<file path="src/pkg/pulse_count_pkg.sv">
// Purpose: Shared constants and types for the pulse counter and compare core
// Assumes: 50 MHz system clock, register port with one-cycle read latency
// Notes: Register offsets are word indices on the plain register port
package pulse_count_pkg;
   // Register offsets
   localparam logic [4:0] OFS_MODE = 5'h00;
   localparam logic [4:0] OFS_DIR = 5'h01;
   localparam logic [4:0] OFS_RING = 5'h02;
   localparam logic [4:0] OFS_COMMAND = 5'h04;
   localparam logic [4:0] OFS_HW_CMP = 5'h0C;
   localparam logic [4:0] OFS_SW_CMP = 5'h0E;
   localparam logic [4:0] OFS_COUNT = 5'h14;
   localparam logic [4:0] OFS_RESULTS = 5'h1A;
   localparam logic [4:0] OFS_PINS = 5'h1B;
   localparam logic [4:0] OFS_IRQ_STATUS = 5'h1C;
   localparam logic [4:0] OFS_IRQ_MASK = 5'h1D;
   // Command word bit positions
   localparam int CMD_CLR_HW = 0;
   localparam int CMD_CLR_SW = 1;
   // Interrupt bit positions
   localparam int IRQ_HW = 0;
   localparam int IRQ_SW = 1;
   localparam int IRQ_WRAP = 2;
   // Reset values and the smallest ring length
   localparam logic [3:0] MODE_RESET = 4'h0;
   localparam logic [16:0] RING_RESET = 17'h1_0000;
   localparam logic [16:0] RING_MIN = 17'h0_0002;
   localparam logic [31:0] CMP_RESET = 32'h0000_7FFF;
   // Software compare latency
   localparam int SYS_CLK_HZ = 50_000_000;
   localparam int SW_LATENCY_US = 300;
   localparam int SW_LATENCY_CYC = SW_LATENCY_US * (SYS_CLK_HZ / 1_000_000);
   localparam int SW_SCAN_DIV = 256;
   // Input style, decoded from the mode word
   typedef enum logic [2:0] {
      STYLE_EDGE1 = 3'b000,
      STYLE_EDGE2 = 3'b001,
      STYLE_EDGE4 = 3'b010,
      STYLE_ADDSUB = 3'b011,
      STYLE_HWDIR = 3'b100,
      STYLE_SWDIR = 3'b101
   } input_style_e;
   // Count request carried from the edge stage
   typedef struct packed {
      logic up;
      logic down;
   } count_step_s;
endpackage : pulse_count_pkg

</file>
<file path="src/phase_edge_detect.sv">
// Purpose: Synchronise the two phase inputs and report their edges
// Assumes: Raw pins are asynchronous to sys_clk
// Notes: First stage flops feed only the second stage
`timescale 1ns/10ps
`default_nettype none
module phase_edge_detect (
   input wire logic sys_clk,
   input wire logic reset_n,
   input wire logic [1:0] phase_raw,
   output logic [1:0] phase_level,
   output logic [1:0] phase_rise,
   output logic [1:0] phase_fall
);
   logic [1:0] meta_reg;
   logic [1:0] sync_reg;
   logic [1:0] prev_reg;
   logic [1:0] meta_next;
   logic [1:0] sync_next;
   logic [1:0] prev_next;

   // Next values of the three-stage pipeline
   always_comb begin
      meta_next = phase_raw;
      sync_next = meta_reg;
      prev_next = sync_reg;
   end

   // Synchroniser and history register
   always_ff @(posedge sys_clk) begin
      if (!reset_n) begin
         meta_reg <= 2'h0;
         sync_reg <= 2'h0;
         prev_reg <= 2'h0;
      end else begin
         meta_reg <= meta_next;
         sync_reg <= sync_next;
         prev_reg <= prev_next;
      end
   end

   // Edges from the settled stages only
   assign phase_level = sync_reg;
   assign phase_rise = sync_reg & ~prev_reg;
   assign phase_fall = ~sync_reg & prev_reg;
endmodule : phase_edge_detect
`default_nettype wire

</file>
<file path="src/quadrature_pulse_counter_compare.sv">
// Purpose: Pulse counter with hardware and software compare outputs
// Assumes: Register port with one-cycle read data; phase pins asynchronous
// Notes: Software compare scans on a slow enable to model its bounded delay
// Behaviour
// - Except single-input modes, direction comes from the phase inputs alone.
// - In hardware-direction mode, phase A low counts down and high counts up.
// - In software-direction mode, direction follows the direction command word.
// - In 32-bit modes the count is signed over the full 32-bit range.
// - In 16-bit modes the count is 0 up to the ring length less one.
// - Each compare output sets when the count equals its compare value and stays set.
// - A compare output clears only by its reset command, never by a mismatch.
// - The hardware compare output is set directly by the compare logic.
// - The software compare output follows a match within 300 microseconds.
// - In 32-bit modes counting wraps between maximum and minimum.
// - In 16-bit modes counting wraps between zero and ring length less one.
// - In add/subtract mode simultaneous up and down pulses leave the count alone.
// - Direction word zero counts up and one counts down.
`timescale 1ns/10ps
`default_nettype none
module quadrature_pulse_counter_compare #(
   parameter int SCAN_DIV = pulse_count_pkg::SW_SCAN_DIV
) (
   input wire logic sys_clk,
   input wire logic reset_n,
   input wire logic phase_a,
   input wire logic phase_b,
   input wire logic [4:0] reg_addr,
   input wire logic [31:0] reg_wdata,
   input wire logic reg_write,
   input wire logic reg_read,
   output logic [31:0] reg_rdata,
   output logic hardware_compare_output,
   output logic software_compare_output,
   output logic irq
);
   // Refuse a scan period that would break the latency bound
   if (SCAN_DIV < 1 || SCAN_DIV + 4 > pulse_count_pkg::SW_LATENCY_CYC) begin : g_bad_div
      $error("SCAN_DIV out of range");
   end

   logic [1:0] lvl;
   logic [1:0] rise;
   logic [1:0] fall;
   phase_edge_detect u_edges (
      .sys_clk(sys_clk),
      .reset_n(reset_n),
      .phase_raw({phase_b, phase_a}),
      .phase_level(lvl),
      .phase_rise(rise),
      .phase_fall(fall)
   );

   // Decode the mode word into input style and width
   function automatic pulse_count_pkg::input_style_e style_of(input logic [3:0] m);
      case (m[3:1])
         3'h0: style_of = pulse_count_pkg::STYLE_EDGE1;
         3'h1: style_of = pulse_count_pkg::STYLE_EDGE2;
         3'h2: style_of = pulse_count_pkg::STYLE_EDGE4;
         3'h3: style_of = pulse_count_pkg::STYLE_ADDSUB;
         3'h4: style_of = pulse_count_pkg::STYLE_HWDIR;
         default: style_of = pulse_count_pkg::STYLE_SWDIR;
      endcase
   endfunction : style_of

   logic [3:0] mode_reg, mode_next;
   logic dir_reg, dir_next;
   logic [16:0] ring_reg, ring_next;
   logic [31:0] hw_cmp_reg, hw_cmp_next;
   logic [31:0] sw_cmp_reg, sw_cmp_next;
   logic [31:0] count_reg, count_next;
   logic hw_out_reg, hw_out_next;
   logic sw_out_reg, sw_out_next;
   logic [2:0] irq_stat_reg, irq_stat_next;
   logic [2:0] irq_mask_reg, irq_mask_next;
   logic [31:0] rdata_reg, rdata_next;
   logic [15:0] scan_reg, scan_next;
   logic sw_hit_reg, sw_hit_next;
   pulse_count_pkg::count_step_s step;
   pulse_count_pkg::input_style_e style;
   logic wide;
   logic [31:0] top16;
   logic wrapped;
   logic hw_match;
   logic scan_tick;
   logic clr_hw;
   logic clr_sw;
   logic [2:0] events;

   assign style = style_of(mode_reg);
   assign wide = ~mode_reg[0]; // Even modes count 32 bits
   assign top16 = {15'h0000, ring_reg - 17'h0_0001};
   assign clr_hw = reg_write && reg_addr == pulse_count_pkg::OFS_COMMAND && reg_wdata[pulse_count_pkg::CMD_CLR_HW];
   assign clr_sw = reg_write && reg_addr == pulse_count_pkg::OFS_COMMAND && reg_wdata[pulse_count_pkg::CMD_CLR_SW];

   // Count step per input style
   always_comb begin
      step = '0;
      case (style)
         pulse_count_pkg::STYLE_EDGE1: begin
            step.up = rise[0] & ~lvl[1];
            step.down = fall[0] & ~lvl[1];
         end
         pulse_count_pkg::STYLE_EDGE2: begin
            step.up = (rise[0] & ~lvl[1]) | (fall[0] & lvl[1]);
            step.down = (rise[0] & lvl[1]) | (fall[0] & ~lvl[1]);
         end
         pulse_count_pkg::STYLE_EDGE4: begin
            step.up = (rise[0] & ~lvl[1]) | (fall[0] & lvl[1]) | (rise[1] & lvl[0]) | (fall[1] & ~lvl[0]);
            step.down = (rise[0] & lvl[1]) | (fall[0] & ~lvl[1]) | (rise[1] & ~lvl[0]) | (fall[1] & lvl[0]);
         end
         pulse_count_pkg::STYLE_ADDSUB: begin
            step.up = rise[0] & ~rise[1];
            step.down = rise[1] & ~rise[0];
         end
         pulse_count_pkg::STYLE_HWDIR: begin
            step.up = rise[1] & lvl[0];
            step.down = rise[1] & ~lvl[0];
         end
         pulse_count_pkg::STYLE_SWDIR: begin
            step.up = rise[1] & ~dir_reg;
            step.down = rise[1] & dir_reg;
         end
         default: step = '0;
      endcase
   end

   // Next count with wrap handling
   always_comb begin
      count_next = count_reg;
      wrapped = 1'b0;
      if (step.up) begin
         if (wide) begin
            count_next = count_reg + 32'h0000_0001;
            wrapped = count_reg == 32'h7FFF_FFFF;
         end else if (count_reg >= top16) begin
            count_next = 32'h0000_0000;
            wrapped = 1'b1;
         end else begin
            count_next = count_reg + 32'h0000_0001;
         end
      end else if (step.down) begin
         if (wide) begin
            count_next = count_reg - 32'h0000_0001;
            wrapped = count_reg == 32'h8000_0000;
         end else if (count_reg == 32'h0000_0000) begin
            count_next = top16;
            wrapped = 1'b1;
         end else begin
            count_next = count_reg - 32'h0000_0001;
         end
      end
      if (reg_write && reg_addr == pulse_count_pkg::OFS_COUNT) begin
         count_next = wide ? reg_wdata : {16'h0000, reg_wdata[15:0]};
      end
      if (reg_write && reg_addr == pulse_count_pkg::OFS_MODE) begin
         count_next = 32'h0000_0000;
      end
   end

   // Compare outputs: set wins over clear
   assign hw_match = count_reg == hw_cmp_reg;
   assign scan_tick = scan_reg == 16'(SCAN_DIV - 1);
   always_comb begin
      hw_out_next = hw_out_reg;
      if (clr_hw) hw_out_next = 1'b0;
      if (hw_match) hw_out_next = 1'b1;
      scan_next = scan_tick ? 16'h0000 : scan_reg + 16'h0001;
      sw_hit_next = sw_hit_reg | (count_reg == sw_cmp_reg); // Catch matches between scans
      if (scan_tick) sw_hit_next = count_reg == sw_cmp_reg;
      sw_out_next = sw_out_reg;
      if (clr_sw) sw_out_next = 1'b0;
      if (scan_tick && sw_hit_reg) sw_out_next = 1'b1;
   end

   // Sticky interrupt status, write one to clear, events win
   assign events = {wrapped, scan_tick & sw_hit_reg & ~sw_out_reg, hw_match & ~hw_out_reg};
   always_comb begin
      irq_stat_next = irq_stat_reg;
      if (reg_write && reg_addr == pulse_count_pkg::OFS_IRQ_STATUS) irq_stat_next = irq_stat_reg & ~reg_wdata[2:0];
      irq_stat_next = irq_stat_next | events;
   end

   // Configuration writes; a mode write restores the direction, ring and compare defaults
   always_comb begin
      mode_next = mode_reg;
      dir_next = dir_reg;
      ring_next = ring_reg;
      hw_cmp_next = hw_cmp_reg;
      sw_cmp_next = sw_cmp_reg;
      irq_mask_next = irq_mask_reg;
      if (reg_write) begin
         case (reg_addr)
            pulse_count_pkg::OFS_MODE: begin
               if (reg_wdata <= 32'h0000_000B) mode_next = reg_wdata[3:0]; // Whole word checked, high bits refuse too
               dir_next = 1'b0;
               ring_next = pulse_count_pkg::RING_RESET;
               hw_cmp_next = pulse_count_pkg::CMP_RESET;
               sw_cmp_next = pulse_count_pkg::CMP_RESET;
            end
            pulse_count_pkg::OFS_DIR: dir_next = reg_wdata[0];
            pulse_count_pkg::OFS_RING: begin
               if (reg_wdata >= 32'(pulse_count_pkg::RING_MIN) && reg_wdata <= 32'(pulse_count_pkg::RING_RESET))
                  ring_next = reg_wdata[16:0];
            end
            pulse_count_pkg::OFS_HW_CMP: hw_cmp_next = reg_wdata;
            pulse_count_pkg::OFS_SW_CMP: sw_cmp_next = reg_wdata;
            pulse_count_pkg::OFS_IRQ_MASK: irq_mask_next = reg_wdata[2:0];
            default: mode_next = mode_reg;
         endcase
      end
   end

   // Read mux, registered one cycle after the strobe
   always_comb begin
      rdata_next = 32'h0000_0000;
      if (reg_read) begin
         case (reg_addr)
            pulse_count_pkg::OFS_MODE: rdata_next = {28'h000_0000, mode_reg};
            pulse_count_pkg::OFS_DIR: rdata_next = {31'h0000_0000, dir_reg};
            pulse_count_pkg::OFS_RING: rdata_next = {15'h0000, ring_reg};
            pulse_count_pkg::OFS_HW_CMP: rdata_next = hw_cmp_reg;
            pulse_count_pkg::OFS_SW_CMP: rdata_next = sw_cmp_reg;
            pulse_count_pkg::OFS_COUNT: rdata_next = count_reg;
            pulse_count_pkg::OFS_RESULTS: rdata_next = {30'h0000_0000, sw_out_reg, hw_out_reg};
            pulse_count_pkg::OFS_PINS: rdata_next = {30'h0000_0000, lvl};
            pulse_count_pkg::OFS_IRQ_STATUS: rdata_next = {29'h0000_0000, irq_stat_reg};
            pulse_count_pkg::OFS_IRQ_MASK: rdata_next = {29'h0000_0000, irq_mask_reg};
            default: rdata_next = 32'h0000_0000;
         endcase
      end
   end

   // State registers
   always_ff @(posedge sys_clk) begin
      if (!reset_n) begin
         mode_reg <= pulse_count_pkg::MODE_RESET;
         dir_reg <= 1'b0;
         ring_reg <= pulse_count_pkg::RING_RESET;
         hw_cmp_reg <= pulse_count_pkg::CMP_RESET;
         sw_cmp_reg <= pulse_count_pkg::CMP_RESET;
         count_reg <= 32'h0000_0000;
         hw_out_reg <= 1'b0;
         sw_out_reg <= 1'b0;
         irq_stat_reg <= 3'h0;
         irq_mask_reg <= 3'h0;
         rdata_reg <= 32'h0000_0000;
         scan_reg <= 16'h0000;
         sw_hit_reg <= 1'b0;
      end else begin
         mode_reg <= mode_next;
         dir_reg <= dir_next;
         ring_reg <= ring_next;
         hw_cmp_reg <= hw_cmp_next;
         sw_cmp_reg <= sw_cmp_next;
         count_reg <= count_next;
         hw_out_reg <= hw_out_next;
         sw_out_reg <= sw_out_next;
         irq_stat_reg <= irq_stat_next;
         irq_mask_reg <= irq_mask_next;
         rdata_reg <= rdata_next;
         scan_reg <= scan_next;
         sw_hit_reg <= sw_hit_next;
      end
   end

   assign reg_rdata = rdata_reg;
   assign hardware_compare_output = hw_out_reg;
   assign software_compare_output = sw_out_reg;
   assign irq = |(irq_stat_reg & irq_mask_reg);
endmodule : quadrature_pulse_counter_compare
`default_nettype wire

</file>
<file path="config.mk">
export PLATFORM = sky130hd
export DESIGN_NAME = quadrature_pulse_counter_compare
export DESIGN_NICKNAME = d
export VERILOG_FILES = /design/src/pkg/pulse_count_pkg.sv /design/src/phase_edge_detect.sv /design/src/quadrature_pulse_counter_compare.sv
export SDC_FILE = /design/constraint.sdc
export NUM_CORES = 1
export LEC_CHECK = 0
export BUFFER_PORTS_ARGS = -buffer_cell sky130_fd_sc_hd__clkbuf_2
export CELL_PAD_IN_SITES_DETAIL_PLACEMENT = 0
export CELL_PAD_IN_SITES_GLOBAL_PLACEMENT = 2
export CORE_MARGIN = 3
export CORE_UTILIZATION = 41
export CTS_BUF_LIST = sky130_fd_sc_hd__clkbuf_4 sky130_fd_sc_hd__clkbuf_8
export CTS_CLUSTER_DIAMETER = 60
export CTS_CLUSTER_SIZE = 14
export DETAILED_ROUTE_END_ITERATION = 8
export PLACE_DENSITY = 0.92
export SLEW_MARGIN = 20
export SYNTH_ARGS = -nofsm -noshare
export SYNTH_HDL_FRONTEND = slang
export SYNTH_SLANG_ARGS = --single-unit
</file>
<file path="constraint.sdc">
create_clock -name sys_clk -period 7.4 [get_ports sys_clk]
set_input_delay 0 -clock sys_clk [delete_from_list [all_inputs] [get_ports sys_clk]]
set_output_delay 0 -clock sys_clk [all_outputs]
set_load 0.02 [all_outputs]
</file>
Word level (Yosys, flattened, before mapping)
Cells that the tools add are included.

Reductions and logical operators: 29. Muxes and demuxes: 28. Equality and inequality tests: 25. $lt $le $gt $ge: 4. Add/subtract/negate cells: 4. Bitwise logic cells: 38.

Operator list (count): $pmux W32 S10 (1); $mux W32 (8); $pmux W32 S2 (2); $eq A32 B32 Y1 (2); $pmux W17 S2 (1); $add A32 B1 Y32 const B (1); $eq A32 B31 Y1 const B (1); $eq A32 B32 Y1 const B (1); $ge A32 B17 Y1 (1); $ge A32 B2 Y1 const B (1); $le A32 B17 Y1 const B (1); $le A32 B4 Y1 const B (1); $logic_not A32 Y1 (1); $sub A32 B1 Y32 const B (1); $eq A5 B5 Y1 const B (5); $mux W17 (1); $sub A17 B1 Y17 const B (1); $add A16 B1 Y16 const B (1); $eq A16 B8 Y1 const B (1); $and A1 B1 Y1 (15); $pmux W3 S5 (1); $eq A3 B2 Y1 const B (4); $pmux W2 S6 (1); $reduce_bool A2 Y1 (6); 25 further kinds (69).

Logic and storage cells: 144. Register bits after elaboration: 181.

Depth between registers and ports, before layout
Gate-level depths: netlist of the first run.

Depth in word-level cells: 10. Depth in mapped cells: 17. Mapped depth without buffers: 15.

Modules after synthesis
Synthesis of the first run repeated with hierarchy kept, for this count alone.

Cell total of the unflattened synthesis: 1307. Area total of the unflattened synthesis: 10682.7 um2.

Modules (own cells, without submodules): quadrature_pulse_counter_compare (instances 1, seq. area each 3503.4 um2, cells an instance 1291, area each 10500.1 um2); phase_edge_detect (instances 1, seq. area each 120.1 um2, cells an instance 16, area each 182.7 um2).

Worst setup path after synthesis of the first run
Ideal clock, no wire load.

Path kind: reg2reg. Start point: reg ring_reg[0]. End point: reg count_reg[9]. Cell stages (with the launch flop): 18. Setup slack: 3.472 ns. Buffers on the path: 2. Clock period less this slack: 3.928 ns. Data arrival time: 3.800 ns. Setup time: 0.128 ns. Cells stage by stage: dfxtp_1 -> inv_1 -> ha_1 -> or4b_2 -> nor4_1 -> nand2_1 -> xor2_1 -> ha_1 -> and4_1 -> nand3_1 -> nor3_1 -> o31ai_4 -> and3_1 -> buf_6 -> buf_4 -> a211oi_1 -> a2bb2oi_1 -> nor2_1.

Longest elaborated chain between the ends: 6. Elaborated cells on any way between the ends: 9. Classes of those cells: add/sub: 1; order compare: 1; mux: 7.

Ends and longest elaborated chain: start, declared (RTL line quadrature_pulse_counter_compare.sv:67) `logic [16:0] ring_reg, ring_next;`; start signal, assigned (RTL line quadrature_pulse_counter_compare.sv:238) `ring_reg <= pulse_count_pkg::RING_RESET;`; start signal, assigned (RTL line quadrature_pulse_counter_compare.sv:252) `ring_reg <= ring_next;`; $sub A17 B1 Y17 * (RTL line quadrature_pulse_counter_compare.sv:91) `assign top16 = {15'h0000, ring_reg - 17'h0_0001};`; $ge A32 B17 Y1 / $mux W32 (equally long branches) (RTL line quadrature_pulse_counter_compare.sv:135, quadrature_pulse_counter_compare.sv:145); $mux W32, on equally long branches (RTL line quadrature_pulse_counter_compare.sv:135, quadrature_pulse_counter_compare.sv:142); $mux W32, on equally long branches (RTL line quadrature_pulse_counter_compare.sv:132, quadrature_pulse_counter_compare.sv:141); $mux W32 * (RTL line quadrature_pulse_counter_compare.sv:131) `if (step.up) begin`; $mux W32 * (RTL line quadrature_pulse_counter_compare.sv:152) `if (reg_write && reg_addr == pulse_count_pkg::OFS_COUNT) begin`; end signal, assigned (RTL line quadrature_pulse_counter_compare.sv:255) `count_reg <= count_next;`; end, declared (RTL line quadrature_pulse_counter_compare.sv:70) `logic [31:0] count_reg, count_next;`.

Every way passes the cells marked *; elsewhere a longest branch is shown, timed or not. The select of a mux whose other input is x is not followed. A chain may end at the register's enable or synchronous reset.

Worst setup path in the final report of the first run
Start point: reg ring_reg[0]. End point: reg count_reg[27].

Longest elaborated chain between the ends: 6.

Ends and longest elaborated chain: $sub A17 B1 Y17 (RTL line quadrature_pulse_counter_compare.sv:91); $ge A32 B17 Y1 (RTL line quadrature_pulse_counter_compare.sv:135) `end else if (count_reg >= top16) begin`; $mux W32 (RTL line quadrature_pulse_counter_compare.sv:135); $mux W32 (RTL line quadrature_pulse_counter_compare.sv:132) `if (wide) begin`; $mux W32 (RTL line quadrature_pulse_counter_compare.sv:131); $mux W32 (RTL line quadrature_pulse_counter_compare.sv:152).

Every way passes these cells.

==> results of run 1 <==
-- through the flow --
stage | hold WS [ps] | cells | util, % | cell area [um2]
global placement | 210 | 1624 | 44.2 | 11300
floorplan | 127 | 1325 | - | 10800
global route | 80.9 | 1693 | 47.3 | 12100
finish | 53.8 | 1693 | 47.3 | 12100
detailed placement | 209 | 1624 | 44.2 | 11300
CTS | 44.6 | 1693 | 47.2 | 12100
-- worst min path at each step --
stage	startpoint	end	slack (ps)	cells past startpoint
3_3_place_gp	phase_b	u_edges.meta_reg[1]	210	2
6_report	reset_n	hw_cmp_reg[8]	50	2
2_1_floorplan	phase_a	u_edges.meta_reg[0]	130	1
4_1_cts	reg_addr[0]	dir_reg	40	3
3_5_place_dp	phase_b	u_edges.meta_reg[1]	210	2
5_1_grt	reset_n	hw_cmp_reg[8]	80	2
-- cell usage after synthesis, types with 12 or more instances --
cell type / instances / area [um2]
clkbuf_1: 96 / 360
nor3_1: 28 / 140
mux2_2: 19 / 214
nand3_1: 39 / 195
o211ai_1: 12 / 90.1
a21oi_1: 43 / 215
xor2_1: 72 / 631
nor2_1: 97 / 364
a211oi_1: 13 / 97.6
nand2b_1: 21 / 131
a22o_1: 15 / 131
o22ai_1: 34 / 213
a31oi_1: 15 / 93.8
nor4_1: 34 / 213
buf_2: 12 / 60.1
inv_1: 17 / 63.8
ha_1: 21 / 263
xnor2_1: 48 / 420
nor2b_1: 53 / 332
dfxtp_1: 181 / 3620
a222oi_1: 15 / 150
o21ai_0: 44 / 220
nand4_1: 35 / 219
a21boi_0: 19 / 143
and2_1: 15 / 93.8
a22oi_1: 64 / 480
nand2_1: 99 / 372
and3_1: 16 / 100
-- power by group --
group	internal [uW]	total [uW]	switching [uW]
registers	999	1080	86.1
logic	201	479	279
clock network	288	730	442
total	1490	2290	807
-- layout by cell type (no fill, tap or decap), types with 19 or more instances in the layout --
| master | count |
|---|---|
| xor2_1 | 72 |
| nand2b_1 | 21 |
| xnor2_1 | 48 |
| dlygate4sd3_1 | 37 |
| nor2_1 | 97 |
| nand4_1 | 35 |
| nor2b_1 | 52 |
| nand2_1 | 99 |
| nand3_1 | 39 |
| o21ai_0 | 44 |
| o22ai_1 | 34 |
| dfxtp_1 | 181 |
| clkbuf_2 | 76 |
| nor3_1 | 26 |
| a22oi_1 | 64 |
| a21boi_0 | 19 |
| a21oi_1 | 43 |
| mux2_2 | 19 |
| ha_1 | 21 |
| nor4_1 | 33 |
-- layer usage --
metal	vias up	wire length [um]	part of all wire, %	global-route usage [%]
met5	-	0	0	0
met4	0	921	2.3	7.97
met3	67	3500	8.9	5.30
met2	524	17600	45	42.3
met1	5022	17300	44	38.7
li1	4938	-	-	-
-- critical path: cells and delay by family, from the launching register on --
family                   cells  cell delay (ps)
AO/OA/AOI/OAI                6              980
XOR/XNOR                     1              190
adder cells (fa/ha/maj)      2              560
buffers and inverters        1              110
flip-flops                   1              340
AND/OR/NAND/NOR              5             2460
-- layout make-up --
class,count,share of cell area [%]
Multi-Input combinational cell,1004,55.5
Clock buffer,17,1.93
Clock inverter,15,1.53
Sequential cell,181,29.9
Inverter,17,0.527
Timing Repair Buffer,129,7.17
Tap cell,330,3.41
-- cells by family (layout without fill, tap and decap cells) --
family / after synthesis / after routing / synth area share (%)
AOI/OAI and AO/OA: 342 / 342 / 22.4
xor gates and xnor gates: 120 / 120 / 9.69
adders and majority gates: 21 / 21 / 2.42
buffers and inverters: 140 / 178 / 5.17
DFF: 181 / 181 / 33.4
muxes: 30 / 30 / 2.99
and+or+nand+nor: 491 / 491 / 23.9
==> flow_summary.json, run 1 <==
{
  "dieArea_um2": 28400,
  "seqCellArea_um2": 3620,
  "die_w_um": 169,
  "ir_worst_vdd_mv": 0.0868,
  "n_antenna_cell": 0,
  "setup_tns_ps": 0,
  "netlist_area_um2": 10800,
  "cp_slowest_cell": "and3_1",
  "leakage_uw": 0.00438,
  "cts_tree": "yes",
  "first_iter_violations": 1033,
  "syn_nets": 1389,
  "finalCritPeriodShare_pct": 63.9,
  "synth_enable_flop_cells": 0,
  "synth_async_sr_flop_share_pct": 0,
  "worst_pin_slew_ps": 1140,
  "cts_max_level": 4,
  "max_cap_violations": 0,
  "drc_errors": 0,
  "critical_path.endpoint_type": "register",
  "postCtsSetupRepairBufs": 0,
  "cp-start-kind": "register",
  "start_util_pct": 42.3,
  "totalWireLength_um": 39300,
  "cts.path.max_buffers": 2,
  "yosysWarnings": 0,
  "cts-hold-fix-buffers": 37,
  "min_period_ps": 4730,
  "clkLatencyLatePin_ps": 500,
  "slew_viol_final": 0,
  "status": "complete, no violations",
  "grt_max_degree": 69,
  "cp_slowest_stage_delay_ps": 710,
  "via_count": 10600,
  "timing.rr.start": "ring_reg[0]",
  "ys_seq_area_share_pct": 33.4,
  "numPortBuffers": 77,
  "crit_chain": "inv_1 > ha_1 > or4b_2 > nor4_1 > nand2_1 > xor2_1 > ha_1 > a21oi_1 > a21boi_0 > a311oi_1 > a31o_2 > and3_1 > a21oi_2 > or4_1 > a31oi_1",
  "postSynthCellCount": 1325,
  "reg2reg_depth": 15,
  "postSynthRegisterBits": 181,
  "vias_per_cell": 6.23,
  "die_h_um": 169,
  "grt_pass1_vias": 9884,
  "clock-sinks": 181,
  "area_delta_synth_final_pct": 11.6,
  "core_region_area_um2": 25600,
  "critPathKind": "reg2reg",
  "dr.pass1.iters": 8,
  "boundaryPins": 78,
  "hold_violations": 0,
  "dpl.hpwl_um": 26500,
  "final_antenna_net_count": 0,
  "antenna_found_initial": 0,
  "layout-drive-gt1-share_pct": 12.9,
  "n_fill_cell": 2533,
  "synth.avg_cell_area_um2": 8.19,
  "grt_usage_pct": 27.3,
  "power_density_nw_per_um2": 189,
  "endpoint": "count_reg[27]",
  "relSlewSlack_pct": 24.2,
  "cts-buffers-inserted": 17,
  "ys.flop_type": "dfxtp_1",
  "grt-ovfl-total": 0,
  "nets": 1414,
  "path_max_fanout": 17,
  "rows": 58,
  "min_path_type": "in2reg",
  "clk_pin_slew_ps": 110,
  "rsz0062_at_grt": "false",
  "setup_ws_ps": 2670,
  "cts-root-buf": "clkbuf_8",
  "synth.distinct_cells": 72,
  "fmax_mhz": 212,
  "worstReg2RegEnd": "count_reg[27]",
  "p_total_uw": 2290,
  "dp_slack_ps": 2750,
  "crit_path_start": "ring_reg[0]",
  "fin_skew_ps": 23.0,
  "path_common_cell": "ha_1",
  "multi_input_area_um2": 6720,
  "ff2ff_setup_slack_ps": 2670,
  "grt_pass1_wl_um": 60900,
  "cp.required_ps": 7830,
  "wire_per_inst_um": 23.2,
  "gp_congestion": 0.889,
  "setup-violations-final": 0,
  "cts_resized": 0,
  "worstPathArrival_ps": 5150
}
(Power assumes the default switching activity.)
==> inputs of run 2 (changes only) <==
- CORE_UTILIZATION: 41 -> 38
- PLACE_DENSITY: 0.92 -> 0.86
- clock period: 7.4 -> 4.5 ns (I/O delays scaled with it)
==> run 2 against run 1 <==
Net effect: first-iteration DRC count rose by 14%; register-to-register slack got worse by 2300 ps; via count grew 1.0%; worst setup slack got worse by 2300 ps; critical path type unchanged; critical endpoint is now count_reg[7]; largest cell class unchanged.
==> flow_summary.json, run 2 (same netlist as run 1, synthesis figures left out) <==
{
  "status": "complete, no violations",
  "setup_tns_ps": 0,
  "clkLatencyLatePin_ps": 490,
  "relSlewSlack_pct": 28.3,
  "cp-start-kind": "register",
  "cp_slowest_stage_delay_ps": 560,
  "min_path_type": "in2reg",
  "final_cell_mix": "dfxtp_1, nand2_1, nor2_1",
  "whs_ps": 78.6,
  "dieArea_um2": 30600,
  "critPathKind": "reg2reg",
  "core_region_area_um2": 27900,
  "grt_pass1_wl_um": 62600,
  "antenna_found_initial": 0,
  "dpl.hpwl_um": 28700,
  "leakage_uw": 0.00448,
  "final_common_cell": "dfxtp_1",
  "clock-sinks": 181,
  "max_cap_violations": 0,
  "fmax_mhz": 241,
  "crit_chain": "nor3_1 > or3b_2 > nor3_2 > nand2b_1 > nor4_1 > xnor2_1 > ha_1 > and4_1 > nand3_1 > a21o_1 > a31o_2 > and3_1 > buf_4 > a221oi_1 > a2bb2oi_1 > nor2_1",
  "vias_per_cell": 6.06,
  "first_iter_violations": 1181,
  "grt_max_degree": 68,
  "cts_max_level": 4,
  "fin_skew_ps": 20.5,
  "grt_usage_pct": 26.2,
  "n_antenna_cell": 0,
  "worst_pin_slew_ps": 1070,
  "critical_path.endpoint_type": "register",
  "die_h_um": 175,
  "setup-violations-final": 0,
  "area_delta_synth_final_pct": 13.8,
  "final_antenna_net_count": 0,
  "slew_viol_final": 0,
  "die_w_um": 175,
  "via_count": 10700,
  "power_density_nw_per_um2": 313,
  "boundaryPins": 78,
  "grt_pass1_vias": 10200,
  "min_period_ps": 4150,
  "cp.required_ps": 4890,
  "finalCritPeriodShare_pct": 92.3,
  "cts-buffers-inserted": 17,
  "cts.path.max_buffers": 2,
  "clk_pin_slew_ps": 130,
  "nets": 1432,
  "ir_worst_vdd_mv": 0.167,
  "worstPathArrival_ps": 4540,
  "setup_ws_ps": 348,
  "totalWireLength_um": 41200,
  "rsz0062_at_grt": "false",
  "numPortBuffers": 77,
  "path_max_fanout": 7,
  "postCtsSetupRepairBufs": 0,
  "gp_congestion": 0.914,
  "wire_per_inst_um": 23.4,
  "hold_violations": 0,
  "drc_errors": 0,
  "grt-ovfl-total": 0,
  "start_util_pct": 38.8,
  "cp_slowest_cell": "or3b_2",
  "cts-root-buf": "clkbuf_8",
  "rows": 61,
  "dr.pass1.iters": 5,
  "layout-drive-gt1-share_pct": 14.2,
  "cts_tree": "yes",
  "dp_slack_ps": 174
}
==> run 2: routing by layer <==
layer | share of wire, % | GRT usage (%) | up-vias
met5 | 0 | 0 | -
met4 | 2.4 | 7.98 | 0
met3 | 8.7 | 6.08 | 73
met2 | 44 | 40.0 | 459
met1 | 45 | 36.9 | 5180
li1 | - | - | 4948
==> run 2: power breakdown <==
group / internal (uW) / switching (uW)
logic: 347 / 500
clock network: 453 / 796
registers: 1640 / 122
==> run 2: path summary, 6_finish.rpt <==
kind	to	startpoint	slack, ps	cells past startpoint
max	count_reg[7]	ring_reg[0]	350	16
min	dir_reg	reg_addr[0]	80	3
max reg2reg	count_reg[7]	ring_reg[0]	350	16
min reg2reg	u_edges.phase_level[0]	u_edges.meta_reg[0]	450	1
==> run 2: timing repair <==
item	4_1_cts	5_1_grt
endpoints found under the setup margin	0	20
resized for setup	0	5
hold buffers	39	0
hold endpoints to repair	105	0
==> run 2: area by class of cell <==
cell class / instances / area [um2]
clock buffers: 17 / 234
clock inverters: 15 / 214
fillers: 2857 / 15600
inverters: 17 / 63.8
multi-input cells: 1004 / 6730
flip-flops and latches: 181 / 3620
well taps: 378 / 473
repair buffers: 147 / 1010
==> run 2: stage by stage <==
step           instances  utilization (%)  cell area (um2)  total power, uW
5_1_grt             1759             44.2            12300             4020
2_1_floorplan       1325                -            10800             2320
3_3_place_gp        1688             41.1            11500             2600
4_1_cts             1759             44.1            12300             3860
3_5_place_dp        1688             41.1            11500             2600
6_report            1759             44.2            12300             3860
==> run 2: worst max-delay path, delay by kind of cell (launching register included) <==
family          cells  cell delay (ps)
flops               1              340
fa+ha+maj           1              310
compound gates      4              900
xor+xnor            1              140
simple gates        9             2140
buf+inv             1              220
